### src/mpic_defines.svh
// Offsets, field positions, reset values and current steps of the sync pin controller
`ifndef MPIC_DEFINES_SVH
`define MPIC_DEFINES_SVH
`define MPIC_OFF_GPIO 12'h020
`define MPIC_OFF_FLAGS 12'h0d0
`define MPIC_OFF_CFG1 12'h0e0
`define MPIC_OFF_CFG2 12'h0f0
`define MPIC_OFF_VMON 12'h080
`define MPIC_OFF_PRIV 12'h100
`define MPIC_OFF_IRQ_STAT 12'h104
`define MPIC_OFF_IRQ_EN 12'h108
`define MPIC_OFF_IRQ_CLR 12'h10c
`define MPIC_OFF_CTRL 12'h110
`define MPIC_RST_GPIO 8'h80
`define MPIC_RST_CFG1 8'h6b
`define MPIC_RST_CFG2 8'he0
`define MPIC_RST_VMON 8'hc0
`define MPIC_RST_PRIV 8'h00
`define MPIC_GP_A_MODE 0
`define MPIC_GP_A_DIR 1
`define MPIC_GP_A_VAL 2
`define MPIC_GP_B_MODE 3
`define MPIC_GP_B_DIR 4
`define MPIC_GP_B_VAL 5
`define MPIC_GP_B_INT 6
`define MPIC_CFG1_THERM 4
`define MPIC_CFG1_POL_A 5
`define MPIC_CFG1_POL_B 6
`define MPIC_CFG2_SHDN 0
`define MPIC_VMON_SUP 0
`define MPIC_VMON_FLASH 3
`define MPIC_FLG_SYNC_A 3
`define MPIC_FLG_SYNC_B 4
`define MPIC_FLG_THERM 5
`define MPIC_FLG_VFLASH 6
`define MPIC_FLG_VSUP 7
`define MPIC_STEP_LO_UA 16'd3125
`define MPIC_STEP_HI_UA 16'd25000
`endif

### src/mpic_pkg.sv
// Types shared by the sync pin controller
package mpic_pkg;
   typedef enum logic [1:0] {MPIC_NORMAL, MPIC_TORCH, MPIC_SHUTDOWN} mpic_level_e;
   typedef struct packed
   {
      logic therm_low;
      logic vsup_trip;
      logic vflash_trip;
   } mpic_fault_s;
   typedef struct packed
   {
      logic out;
      logic oe_n;
   } mpic_pin_drv_s;
endpackage

### src/mpic_ctrl.sv
// Sync pin, general purpose pin, fault interrupt and privacy current logic
`timescale 1ns/100ps
`include "mpic_defines.svh"

// Functional notes
// - Privacy current from peak bit and duty
// - GPIO bit0 makes pin A logic I/O
// - Pin B inhibit by default, bit3 GPIO
// - Pin B GPIO via bits 5:4
// - Pin B interrupt when bit6, bits4:3=11
// - Config1 bit6 selects inhibit polarity
// - Asserted inhibit during flash forces torch
// - Released inhibit restores flash level
// - Config2 bit0 makes inhibit force shutdown
// - Leave shutdown on a flags read
// - Flags read while asserted gives torch
// - Shutdown is edge triggered, rearmed by read
// - Interrupt low on any enabled fault
// - Interrupt released after fault gone and read
// - Flags read clears sync event flags
// - Sync edge direction set by polarity bits
module mpic_ctrl
(
   input wire logic hclk, // System clock
   input wire logic hresetn, // Async reset, active low
   input wire logic hsel, // Slave select
   input wire logic [31:0] haddr, // Byte address
   input wire logic [1:0] htrans, // Transfer type
   input wire logic hwrite, // Write when high
   input wire logic [2:0] hsize, // Transfer size
   input wire logic hready, // Bus ready in
   input wire logic [31:0] hwdata, // Write data
   output logic [31:0] hrdata, // Read data
   output logic hreadyout, // Slave ready
   output logic hresp, // Always OKAY
   input wire logic sync_a_torch_pin_i, // Pin A input level
   output logic sync_a_torch_pin_o, // Pin A output level
   output logic sync_a_torch_pin_oe_n, // Pin A drive enable, low drives
   input wire logic sync_b_multi_pin_i, // Pin B input level
   output logic sync_b_multi_pin_o, // Pin B output level
   output logic sync_b_multi_pin_oe_n, // Pin B drive enable, low drives
   input wire logic flash_active, // Flash event in progress
   input wire mpic_pkg::mpic_fault_s faults, // Fault comparator levels
   output mpic_pkg::mpic_level_e source_level, // Forced current level
   output logic [17:0] source_a_current, // Privacy current a, uA
   output logic [17:0] source_b_current, // Privacy current b, uA
   output logic irq // Level interrupt
);
   //----------------------------------------
   // Registers
   //----------------------------------------
   logic [7:0] gpio_r;
   logic [7:0] cfg1_r;
   logic [7:0] cfg2_r;
   logic [7:0] vmon_r;
   logic [7:0] priv_r;
   logic [7:0] flags_r;
   logic [7:0] flags_nxt;
   logic [2:0] irq_stat_r;
   logic [2:0] irq_en_r;
   logic [1:0] ctrl_r;
   logic [1:0] sa_sync_r;
   logic [1:0] sb_sync_r;
   logic sa_last_r;
   logic sb_last_r;
   logic armed_r;
   logic int_low_r;
   mpic_pkg::mpic_level_e lvl_r;
   logic [11:0] aph_addr_r;
   logic aph_wr_r;
   logic aph_rd_r;
   logic [17:0] src_a_r;
   logic [17:0] src_b_r;
   logic [31:0] hrdata_r;

   //----------------------------------------
   // Bus decode
   //----------------------------------------
   // Address phase qualification
   wire take = hsel & hready & htrans[1];
   wire wr_gpio = aph_wr_r & (aph_addr_r == `MPIC_OFF_GPIO);
   wire wr_cfg1 = aph_wr_r & (aph_addr_r == `MPIC_OFF_CFG1);
   wire wr_cfg2 = aph_wr_r & (aph_addr_r == `MPIC_OFF_CFG2);
   wire wr_vmon = aph_wr_r & (aph_addr_r == `MPIC_OFF_VMON);
   wire wr_priv = aph_wr_r & (aph_addr_r == `MPIC_OFF_PRIV);
   wire wr_en = aph_wr_r & (aph_addr_r == `MPIC_OFF_IRQ_EN);
   wire wr_clr = aph_wr_r & (aph_addr_r == `MPIC_OFF_IRQ_CLR);
   wire wr_ctrl = aph_wr_r & (aph_addr_r == `MPIC_OFF_CTRL);
   wire rd_flags = aph_rd_r & (aph_addr_r == `MPIC_OFF_FLAGS);

   //----------------------------------------
   // Pin modes and synchronised inputs
   //----------------------------------------
   wire a_gpio = gpio_r[`MPIC_GP_A_MODE];
   wire b_gpio = gpio_r[`MPIC_GP_B_MODE];
   wire b_int = gpio_r[`MPIC_GP_B_INT] & gpio_r[`MPIC_GP_B_DIR] & b_gpio;
   wire sa_lvl = sa_sync_r[1];
   wire sb_lvl = sb_sync_r[1];
   wire sa_act = sa_lvl ~^ cfg1_r[`MPIC_CFG1_POL_A];
   wire sb_act = sb_lvl ~^ cfg1_r[`MPIC_CFG1_POL_B];
   wire sa_edge = sa_act & ~sa_last_r & ~a_gpio;
   wire sb_edge = sb_act & ~sb_last_r & ~b_gpio;
   wire shdn_en = cfg2_r[`MPIC_CFG2_SHDN];

   // Enabled fault conditions
   wire f_therm = faults.therm_low & cfg1_r[`MPIC_CFG1_THERM];
   wire f_vsup = faults.vsup_trip & vmon_r[`MPIC_VMON_SUP];
   wire f_vflash = faults.vflash_trip & vmon_r[`MPIC_VMON_FLASH];
   wire any_fault = f_therm | f_vsup | f_vflash;
   wire [2:0] events = {sb_edge, sa_edge, any_fault & ~int_low_r};

   // Two-flop synchronisers
   always_ff @(posedge hclk or negedge hresetn)
   begin
      if (!hresetn)
      begin
         sa_sync_r <= 2'h0;
         sb_sync_r <= 2'h0;
      end
      else
      begin
         sa_sync_r <= {sa_sync_r[0], sync_a_torch_pin_i};
         sb_sync_r <= {sb_sync_r[0], sync_b_multi_pin_i};
      end
   end

   // Previous active levels for edge detection
   always_ff @(posedge hclk or negedge hresetn)
   begin
      if (!hresetn)
      begin
         sa_last_r <= 1'b0;
         sb_last_r <= 1'b0;
      end
      else
      begin
         sa_last_r <= sa_act;
         sb_last_r <= sb_act;
      end
   end

   //----------------------------------------
   // Flags, set wins over read clear
   //----------------------------------------
   always_comb
   begin
      flags_nxt = rd_flags ? 8'h00 : flags_r;
      if (sa_edge)
         flags_nxt[`MPIC_FLG_SYNC_A] = 1'b1;
      if (sb_edge)
         flags_nxt[`MPIC_FLG_SYNC_B] = 1'b1;
      if (f_therm)
         flags_nxt[`MPIC_FLG_THERM] = 1'b1;
      if (f_vflash)
         flags_nxt[`MPIC_FLG_VFLASH] = 1'b1;
      if (f_vsup)
         flags_nxt[`MPIC_FLG_VSUP] = 1'b1;
   end

   always_ff @(posedge hclk or negedge hresetn)
   begin
      if (!hresetn)
         flags_r <= 8'h00;
      else
         flags_r <= flags_nxt;
   end

   //----------------------------------------
   // Forced current level
   //----------------------------------------
   // Torch while asserted, edge shutdown held until read
   always_ff @(posedge hclk or negedge hresetn)
   begin
      if (!hresetn)
      begin
         lvl_r <= mpic_pkg::MPIC_NORMAL;
         armed_r <= 1'b1;
      end
      else
      begin
         case (lvl_r)
            mpic_pkg::MPIC_SHUTDOWN:
            begin
               if (rd_flags)
               begin
                  armed_r <= 1'b1;
                  lvl_r <= sb_act ? mpic_pkg::MPIC_TORCH : mpic_pkg::MPIC_NORMAL;
               end
            end
            default:
            begin
               if (rd_flags)
                  armed_r <= 1'b1;
               if (shdn_en & sb_edge & armed_r & flash_active)
               begin
                  lvl_r <= mpic_pkg::MPIC_SHUTDOWN;
                  armed_r <= 1'b0;
               end
               else if (flash_active & sb_act & ~b_gpio)
                  lvl_r <= mpic_pkg::MPIC_TORCH;
               else
                  lvl_r <= mpic_pkg::MPIC_NORMAL;
            end
         endcase
      end
   end

   //----------------------------------------
   // Fault interrupt pin latch
   //----------------------------------------
   always_ff @(posedge hclk or negedge hresetn)
   begin
      if (!hresetn)
         int_low_r <= 1'b0;
      else if (any_fault)
         int_low_r <= 1'b1;
      else if (rd_flags)
         int_low_r <= 1'b0;
   end

   //----------------------------------------
   // Privacy current, per source
   //----------------------------------------
   // Duty plus one steps of the chosen unit
   wire [15:0] step = priv_r[3] ? `MPIC_STEP_HI_UA : `MPIC_STEP_LO_UA;
   wire [17:0] priv_ua = 18'(({15'h0, priv_r[2:0]} + 18'h1) * step);
   always_ff @(posedge hclk or negedge hresetn)
   begin
      if (!hresetn)
      begin
         src_a_r <= 18'h0;
         src_b_r <= 18'h0;
      end
      else
      begin
         src_a_r <= priv_r[4] ? priv_ua : 18'h0;
         src_b_r <= priv_r[5] ? priv_ua : 18'h0;
      end
   end

   //----------------------------------------
   // Register writes and bus state
   //----------------------------------------
   always_ff @(posedge hclk or negedge hresetn)
   begin
      if (!hresetn)
      begin
         gpio_r <= `MPIC_RST_GPIO;
         cfg1_r <= `MPIC_RST_CFG1;
         cfg2_r <= `MPIC_RST_CFG2;
         vmon_r <= `MPIC_RST_VMON;
         priv_r <= `MPIC_RST_PRIV;
         irq_en_r <= 3'h0;
         ctrl_r <= 2'h0;
         aph_addr_r <= 12'h0;
         aph_wr_r <= 1'b0;
         aph_rd_r <= 1'b0;
      end
      else
      begin
         aph_addr_r <= haddr[11:0];
         aph_wr_r <= take & hwrite;
         aph_rd_r <= take & ~hwrite;
         if (wr_gpio)
            gpio_r <= hwdata[7:0];
         if (wr_cfg1)
            cfg1_r <= hwdata[7:0];
         if (wr_cfg2)
            cfg2_r <= hwdata[7:0];
         if (wr_vmon)
            vmon_r <= hwdata[7:0];
         if (wr_priv)
            priv_r <= hwdata[7:0];
         if (wr_en)
            irq_en_r <= hwdata[2:0];
         if (wr_ctrl)
            ctrl_r <= hwdata[1:0];
      end
   end

   // Sticky interrupt status, set wins over clear
   always_ff @(posedge hclk or negedge hresetn)
   begin
      if (!hresetn)
         irq_stat_r <= 3'h0;
      else
         irq_stat_r <= (irq_stat_r & ~(wr_clr ? hwdata[2:0] : 3'h0)) | events;
   end

   // Read mux, GPIO input bits show pin levels
   wire [7:0] gpio_rd = {gpio_r[7], gpio_r[6],
                         (b_gpio & ~gpio_r[`MPIC_GP_B_DIR]) ? sb_lvl : gpio_r[5],
                         gpio_r[4:3],
                         (a_gpio & ~gpio_r[`MPIC_GP_A_DIR]) ? sa_lvl : gpio_r[2],
                         gpio_r[1:0]};
   always_comb
   begin
      case (aph_addr_r)
         `MPIC_OFF_GPIO: hrdata_r = {24'h0, gpio_rd};
         `MPIC_OFF_FLAGS: hrdata_r = {24'h0, flags_r};
         `MPIC_OFF_CFG1: hrdata_r = {24'h0, cfg1_r};
         `MPIC_OFF_CFG2: hrdata_r = {24'h0, cfg2_r};
         `MPIC_OFF_VMON: hrdata_r = {24'h0, vmon_r};
         `MPIC_OFF_PRIV: hrdata_r = {24'h0, priv_r};
         `MPIC_OFF_IRQ_STAT: hrdata_r = {29'h0, irq_stat_r};
         `MPIC_OFF_IRQ_EN: hrdata_r = {29'h0, irq_en_r};
         `MPIC_OFF_CTRL: hrdata_r = {28'h0, lvl_r, ctrl_r};
         default: hrdata_r = 32'h0;
      endcase
   end

   //----------------------------------------
   // Outputs
   //----------------------------------------
   assign hrdata = aph_rd_r ? hrdata_r : 32'h0;
   assign hreadyout = 1'b1;
   assign hresp = 1'b0;
   // Pin A drives its value bit when set as output
   assign sync_a_torch_pin_o = gpio_r[`MPIC_GP_A_VAL];
   assign sync_a_torch_pin_oe_n = ~(a_gpio & gpio_r[`MPIC_GP_A_DIR]);
   // Pin B drives low for interrupt, else value bit
   assign sync_b_multi_pin_o = b_int ? ~int_low_r : gpio_r[`MPIC_GP_B_VAL];
   assign sync_b_multi_pin_oe_n = ~(b_gpio & gpio_r[`MPIC_GP_B_DIR]);
   assign source_level = lvl_r;
   assign source_a_current = src_a_r;
   assign source_b_current = src_b_r;
   assign irq = |(irq_stat_r & irq_en_r);
endmodule

### config.mk
export PLATFORM = sky130hd
export DESIGN_NAME = mpic_ctrl
export DESIGN_NICKNAME = d
export VERILOG_FILES = /design/src/mpic_pkg.sv /design/src/mpic_ctrl.sv
export VERILOG_INCLUDE_DIRS = /design/src
export SDC_FILE = /design/constraint.sdc
export NUM_CORES = 1
export LEC_CHECK = 0
export BUFFER_PORTS_ARGS = -buffer_cell sky130_fd_sc_hd__buf_2
export CAP_MARGIN = 30
export CORE_MARGIN = 3
export CORE_UTILIZATION = 48
export CTS_CLUSTER_DIAMETER = 60
export DETAILED_ROUTE_END_ITERATION = 10
export HOLD_SLACK_MARGIN = 0.12
export PLACE_DENSITY = 0.73
export SLEW_MARGIN = 5
export SYNTH_ARGS = -nofsm -noshare
export SYNTH_HDL_FRONTEND = slang
export SYNTH_SLANG_ARGS = --single-unit
export TNS_END_PERCENT = 100
### constraint.sdc
create_clock -name hclk -period 3.5 [get_ports hclk]
set_input_delay 0.7 -clock hclk [delete_from_list [all_inputs] [get_ports hclk]]
set_output_delay 0.7 -clock hclk [all_outputs]
set_load 0.005 [all_outputs]
==> results of run 1 <==
registers in the layout (all words and copies together), names as in the netlist:
register	cells
source_level	2
vmon_r	8
gpio_r	8
aph_addr_r	12
irq_en_r	3
sa_sync_r	2
cfg1_r	8
sb_sync_r	2
flags_r	5
int_low_r	1
aph_wr_r	1
sa_last_r	1
aph_rd_r	1
armed_r	1
cfg2_r	8
source_b_current	18
irq_stat_r	3
ctrl_r	2
sb_last_r	1
source_a_current	18
priv_r	8
cell type report:
class	count	area (sq um)	share of cell area
Clock inverter	8	150	0.0198
Inverter	31	116	0.0153
Sequential cell	113	2840	0.374
Timing Repair Buffer	117	683	0.0900
Tap cell	168	210	0.0277
Clock buffer	24	492	0.0647
Multi-Input combinational cell	398	3100	0.408
report_power, final:
group          internal, mW  switching (mW)  leakage, nW  total [mW]
sequential             1.37          0.0456         1.35        1.42
clock                  1.27           0.579        0.311        1.84
combinational         0.105           0.130         2.18       0.235
metrics by stage:
| step | utilization | area, sq um | setup WS (ns) | std cells |
|---|---|---|---|---|
| floorplan | - | 6170 | 0.0119 | 587 |
| global placement | 0.552 | 6710 | 0.0288 | 819 |
| detailed placement | 0.552 | 6710 | -0.0536 | 819 |
| CTS | 0.607 | 7380 | 0.0189 | 853 |
| global route | 0.624 | 7590 | -0.0116 | 859 |
| finish | 0.624 | 7590 | 0.142 | 859 |
worst max-delay path by stage:
stage / cells after the start / endpoint
final: 14 / source_a_current[14]
after global routing: 15 / source_a_current[17]
after CTS: 15 / source_b_current[17]
after detailed placement: 14 / source_b_current[14]
after global placement: 15 / source_a_current[17]
after floorplan: 14 / source_a_current[17]
cells in the mapped netlist, types with 5 or more instances:
cell                       number  area [sq um]
sky130_fd_sc_hd__dfrtp_1      101          2530
sky130_fd_sc_hd__nand2_1       54           203
sky130_fd_sc_hd__and2_1        31           194
sky130_fd_sc_hd__ha_1          31           388
sky130_fd_sc_hd__inv_1         31           116
sky130_fd_sc_hd__buf_4         26           195
sky130_fd_sc_hd__mux2_2        26           293
sky130_fd_sc_hd__o21ai_0       25           125
sky130_fd_sc_hd__nor2_1        19          71.3
sky130_fd_sc_hd__clkbuf_1      16          60.1
sky130_fd_sc_hd__nand2b_1      13          81.3
sky130_fd_sc_hd__a21oi_1       12          60.1
sky130_fd_sc_hd__and3_1        12          75.1
sky130_fd_sc_hd__dfstp_2       12           315
sky130_fd_sc_hd__nand3_1       10          50.1
sky130_fd_sc_hd__a21o_1         9          67.6
sky130_fd_sc_hd__a31oi_1        9          56.3
sky130_fd_sc_hd__fa_1           9           180
sky130_fd_sc_hd__a22oi_1        8          60.1
sky130_fd_sc_hd__mux2_1         8          90.1
sky130_fd_sc_hd__mux2i_1        8          80.1
sky130_fd_sc_hd__nor3_1         8          40.0
sky130_fd_sc_hd__xor2_1         7          61.3
sky130_fd_sc_hd__a222oi_1       6          60.1
sky130_fd_sc_hd__nand3b_1       6          45.0
sky130_fd_sc_hd__a22o_1         5          43.8
sky130_fd_sc_hd__xnor2_1        5          43.8
routing by layer:
metal  track usage  up-vias  routed length, um  share of wire
li1              -     2134                  -              -
met1         0.251     2220               5710           0.41
met2         0.344      157               7130           0.51
met3        0.0517       26                828          0.059
met4        0.0739        0                293          0.021
met5             0        -                  0              0
logic make-up (layout without fill, tap and decap cells):
| logic type | count (synthesis) | after routing | share of synthesized area |
|---|---|---|---|
| buf+inv | 76 | 180 | 0.0658 |
| mux | 46 | 46 | 0.0862 |
| other cells | 2 | 29 | 0.00124 |
| fa+ha+maj | 40 | 40 | 0.0937 |
| xor+xnor | 12 | 12 | 0.0173 |
| compound gates | 93 | 93 | 0.105 |
| flops | 113 | 113 | 0.469 |
| simple gates | 178 | 178 | 0.162 |
worst max-delay path, delay by kind of cell, from the launching register on:
| family | cells | cell delay, ns |
|---|---|---|
| adders and majority gates | 4 | 1.23 |
| and+or+nand+nor | 4 | 0.86 |
| AOI/OAI and AO/OA | 3 | 0.54 |
| DFF | 1 | 0.39 |
| xor gates and xnor gates | 1 | 0.15 |
| buffers and inverters | 2 | 0.10 |
timing repair:
action	4_1_cts	5_1_grt
setup endpoints to repair	7	26
buffers inserted	2	6
resized for setup	3	35
hold endpoints to repair	0	0
pin swaps	3	17
==> implementation parameters, run 1 <==
Parameter                              Value

Status
  Result of the run ... completed

Floorplan
  Floorplan Core Area ... 12200 sq um
  Die footprint ... 14000 sq um
  Horizontal die dimension ... 118 um
  Number of placement rows ... 40
  Initial Utilization ... 0.499
  I/O pin total ... 157
  Die Ht ... 118 um

Critical path
  Capture point of the worst reg-to-reg path ... source_a_current[14]
  Critical Path, Cell by Cell ... ha_2 > xor2_2 > nand2_2 > o21ai_1 > ha_1 > inv_1 > fa_1 > inv_2 > ha_4 > and3_4 > a211oi_4 > o21ai_2 > or4_1 > nand3_1
  CP startpoint ... priv_r[0]
  Classification of the worst setup path ... register to register
  Slowest stage delay, CP ... 0.50 ns
  Type of origin of the critical path ... register
  Setup slack of the most critical reg-to-reg path ... 0.14 ns
  FF-to-FF path depth ... 14
  Endpoint class of the critical path ... register
  Worst EP arrival ... 3.70 ns
  Req. time, crit path ... 3.85 ns
  Cell with the largest stage delay on the worst path ... sky130_fd_sc_hd__fa_1
  Crit Reg-Reg Startpoint ... priv_r[0]
  Largest fanout on the critical path ... 3

Synth
  Area of the mapped netlist ... 6060 sq um
  Cells after Synth ... 560
  Number of enable-type register cells in the synthesized netlist ... 0
  Sequential area share after synthesis ... 0.469
  Syn Area/Cell ... 10.8 sq um
  Seq cells post-synth ... 113
  Yosys synthesis warning count ... 0
  Count of unique library cells instantiated by Yosys ... 59
  Predominant post-synthesis flop cell ... sky130_fd_sc_hd__dfrtp_1
  Share of synthesized registers carrying an async set or reset ... 1.00

Clock network
  Clock insertion delay at the later pin of the skew report ... 0.42 ns
  Maximum buffer depth of the clock tree ... 2
  Clock transition at path regs ... 0.06 ns
  Clock tree from TritonCTS ... done
  Total CTS buffers ... 17
  CTS Root Cell ... sky130_fd_sc_hd__clkbuf_16
  Number of hold buffers added after cts ... 0
  Clock Sink Count ... 113
  Level count of the clock H-tree ... 4

Global route
  Wire length of the first global-routing pass ... 22700 um
  Initial antenna violation count ... 0
  Pin count of the biggest net entering global routing ... 49
  Aggregate global-route resource usage ... 0.203
  Remaining global-route overflow ... 0
  Vias in the first global route ... 4576

Power
  Peak supply drop ... 0.342 mV
  Pwr Density ... 460 nW/um^2
  Standby leakage power ... 3.84 nW
  Total power ... 3.50 mW

STA
  Final Cycle Share ... 0.959
  Final Max Tran Viols ... 0
  Worst Tran Pin Value ... 0.812 ns
  Setup tns final ... 0 ns
  Max Clock Skew ... 0.00959 ns
  Hold slack ... 0.292 ns
  Number of setup violations in the final report ... 0
  Final count of hold timing violations ... 0
  Final critical path time including I/O delays and setup ... 3.36 ns
  Highest achievable clock rate ... 298 MHz
  Max-slew headroom ... 0.454

Place
  Gpl congestion ... 0.870
  # port buffers ... 82
  DP HPWL ... 10300 um

Finish
  Most frequent cells in the layout ... 101 x sky130_fd_sc_hd__dfrtp_1, 81 x sky130_fd_sc_hd__buf_2, 53 x sky130_fd_sc_hd__nand2_1
  Number of fill cells ... 1001
  Count of inserted antenna diode cells ... 0
  Most common cell after layout, fill and taps aside ... sky130_fd_sc_hd__dfrtp_1
  Number of nets in the layout ... 798
  Synthesis-to-finish area growth ... 25.2%
  Fraction of layout instances using a drive strength above 1 ... 0.334

Detailed routing
  Antenna-violating nets left ... 0
  Detailed-route vias per instance ... 5.28
  Routed Wire Length ... 14000 um
  Number of DRC violations after detailed routing ... 0
  Final routed wire length divided by cell count ... 16.3 um
  First drt pass iteration count ... 5
  Via count ... 4537
  Number of DRC markers after the initial detailed-route iteration ... 254

Hold path
  Hold Path Class ... input port to async pin

Flow run
  Max capacitance violation total ... 0
Power figures use the tool's default switching activity.
==> inputs of run 2 (changes only) <==
--- a/config.mk
+++ b/config.mk
@@ -8,13 +8,15 @@
 export LEC_CHECK = 0
 export BUFFER_PORTS_ARGS = -buffer_cell sky130_fd_sc_hd__buf_2
 export CAP_MARGIN = 30
+export CELL_PAD_IN_SITES_DETAIL_PLACEMENT = 1
+export CELL_PAD_IN_SITES_GLOBAL_PLACEMENT = 2
 export CORE_MARGIN = 3
-export CORE_UTILIZATION = 48
+export CORE_UTILIZATION = 30
 export CTS_CLUSTER_DIAMETER = 60
 export DETAILED_ROUTE_END_ITERATION = 10
 export HOLD_SLACK_MARGIN = 0.12
 export PLACE_DENSITY = 0.73
-export SLEW_MARGIN = 5
+export SLEW_MARGIN = 20
 export SYNTH_ARGS = -nofsm -noshare
 export SYNTH_HDL_FRONTEND = slang
 export SYNTH_SLANG_ARGS = --single-unit
==> run 2 against run 1 <==
  * Sequential power about the same
  * Wire length up 18%
  * Combinational power about the same
  * Register-to-register slack worse by 0.03 ns
  * Non-clock buffer count up 2
  * Critical endpoint is now source_a_current[17]
==> implementation parameters, run 2 (synthesized netlist as in run 1, its figures left out) <==
Parameter                              Value

Place
  Number of cells in the design after placement ... 923 (+13%)
  # port buffers ... 82 (unchanged)
  Gpl congestion ... 0.845 (-2.8%)
  DP HPWL ... 12200 um (+18%)

Critical path
  Worst EP arrival ... 3.69 ns (about the same)
  Type of origin of the critical path ... register
  CP startpoint ... priv_r[0]
  Classification of the worst setup path ... register to register
  Req. time, crit path ... 3.80 ns (-0.05 ns)
  Crit Reg-Reg Startpoint ... priv_r[0]
  Endpoint class of the critical path ... register
  Largest fanout on the critical path ... 3 (unchanged)

STA
  Worst Tran Pin Value ... 0.860 ns (+0.0476 ns)
  Final Cycle Share ... 0.968 (+0.00900)
  Final critical path time including I/O delays and setup ... 3.39 ns (+0.0315 ns)
  Number of setup violations in the final report ... 0 (unchanged)
  Setup tns final ... 0 ns (unchanged)
  Final count of hold timing violations ... 0 (unchanged)
  Final Max Tran Viols ... 0 (unchanged)
  Highest achievable clock rate ... 295 MHz (-0.93%)
  Max Clock Skew ... 0.00969 ns (+0.000107 ns)
  Max-slew headroom ... 0.427 (-0.0267)

Finish
  Most frequent cells in the layout ... 100 x sky130_fd_sc_hd__dfrtp_1, 81 x sky130_fd_sc_hd__buf_2, 53 x sky130_fd_sc_hd__nand2_1
  Count of inserted antenna diode cells ... 0 (unchanged)
  Fraction of layout instances using a drive strength above 1 ... 0.338 (+0.00336)
  Layout Utilization ... 0.390 (-0.235)
  Fin cells ... 958 (+12%)
  Synthesis-to-finish area growth ... 26.3%
  Most common cell after layout, fill and taps aside ... sky130_fd_sc_hd__dfrtp_1
  Number of fill cells ... 2222 (+120%)
  Number of nets in the layout ... 800 (+0.25%)

Clock network
  Level count of the clock H-tree ... 4 (unchanged)
  Maximum buffer depth of the clock tree ... 2 (unchanged)
  Clock insertion delay at the later pin of the skew report ... 0.42 ns (about the same)
  CTS Root Cell ... sky130_fd_sc_hd__clkbuf_16
  Clock Sink Count ... 113 (unchanged)
  Clock tree from TritonCTS ... done
  Total CTS buffers ... 17 (unchanged)
  Clock transition at path regs ... 0.06 ns (about the same)

Global route
  Pin count of the biggest net entering global routing ... 65 (+33%)
  Remaining global-route overflow ... 0 (unchanged)
  Vias in the first global route ... 4989 (+9.0%)
  Aggregate global-route resource usage ... 0.156 (-0.0465)
  Grt met3 use ... 0.0384 (-0.0133)
  Wire length of the first global-routing pass ... 26900 um (+18%)
  Initial antenna violation count ... 0 (unchanged)
  Met1 Usage GRT ... 0.191 (-0.0609)
  Routing usage on met2 ... 0.271 (-0.0728)
  Routing layer with the top usage in global route ... met2

Floorplan
  Horizontal die dimension ... 148 um (+25%)
  Die footprint ... 22000 sq um (+57%)
  Die Ht ... 148 um (+25%)
  Initial Utilization ... 0.309 (-0.190)
  Floorplan Core Area ... 19700 sq um (+62%)
  Number of placement rows ... 51 (+28%)
  I/O pin total ... 157 (unchanged)

Detailed routing
  Antenna-violating nets left ... 0 (unchanged)
  Detailed-route vias per instance ... 4.74 (-10%)
  Number of DRC violations after detailed routing ... 0 (unchanged)
  Via count ... 4542 (+0.11%)
  Final routed wire length divided by cell count ... 17.3 um (+6.2%)
  First drt pass iteration count ... 4 (-1)
  Number of DRC markers after the initial detailed-route iteration ... 193 (-24%)
  Routed Wire Length ... 16500 um (+18%)

Hold path
  Worst Hold Launch ... sa_sync_r[0]
  Hold Path Class ... register to register

Power
  Pwr Density ... 445 nW/um^2 (-3.3%)
  Peak supply drop ... 0.422 mV (+23%)
  Standby leakage power ... 3.83 nW (-0.19%)
  Total power ... 3.41 mW (-2.4%)

Status
  Result of the run ... completed

Flow run
  Max capacitance violation total ... 0 (unchanged)
run 2: cell count changes in the layout (fill, tap and decap cells not counted), sizes merged:
cell      change
clkbuf        -6
inv           +4
clkinvlp      +3
buf           +2
bufinv        -2
clkinv        +1
run 2: per-stage QoR:
stage / instance area [sq um] / hold slack, ns / setup slack, ns
floorplan: 6170 / 0.331 / 0.0119
global placement: 6880 / 0.332 / -0.00235
detailed placement: 6880 / 0.336 / -0.0749
CTS: 7510 / 0.350 / 0.00460
global route: 7660 / 0.356 / -0.0230
finish: 7660 / 0.347 / 0.110
run 2: where the power goes:
part | switching, mW | internal [mW]
registers | 0.0493 | 1.37
logic | 0.133 | 0.105
clock network | 0.681 | 1.07
run 2: layout make-up:
class	count	area (sq um)	area share
clock buffers	18	439	0.0573
clock inverters	14	153	0.0199
inverters	31	116	0.0152
multi-input cells	398	3080	0.402
flip-flops and latches	113	2840	0.371
well taps	265	332	0.0433
repair buffers	119	698	0.0911
run 2: worst paths after layout:
path | end | slack, ns | cells after the start
max | source_a_current[17] | 0.11 | 15
min | sa_sync_r[1] | 0.35 | 0
max reg2reg | source_a_current[17] | 0.11 | 15
min reg2reg | sa_sync_r[1] | 0.35 | 0
max in group asynchronous | source_b_current[14] | 2.24 | 2
min in group asynchronous | cfg2_r[1] | 0.40 | 1
run 2: critical path, stage by stage (launching register included):
cell and delay (ns):
sky130_fd_sc_hd__dfrtp_1 0.39, sky130_fd_sc_hd__ha_2 0.19, sky130_fd_sc_hd__xor2_2 0.15, sky130_fd_sc_hd__nand2_2 0.10
sky130_fd_sc_hd__o21ai_1 0.08, sky130_fd_sc_hd__ha_1 0.29, sky130_fd_sc_hd__inv_1 0.05, sky130_fd_sc_hd__fa_1 0.49
sky130_fd_sc_hd__inv_2 0.05, sky130_fd_sc_hd__ha_4 0.24, sky130_fd_sc_hd__a21o_1 0.21, sky130_fd_sc_hd__a311oi_2 0.27
sky130_fd_sc_hd__buf_4 0.17, sky130_fd_sc_hd__nor3_1 0.06, sky130_fd_sc_hd__or3_1 0.36, sky130_fd_sc_hd__and3_1 0.19
run 2: routing by layer:
layer / vias to the layer above / wire (um)
met4: 0 / 361
met1: 2271 / 7080
met5: - / 0
met3: 26 / 667
li1: 2136 / -
met2: 109 / 8440
run 2: what timing repair did:
item / CTS / global route
pin swaps: 2 / 13
setup buffers: 0 / 3
resized for setup: 4 / 32
hold endpoints to repair: 0 / 0
hold buffers: 0 / 0
endpoints found under the setup margin: 6 / 20
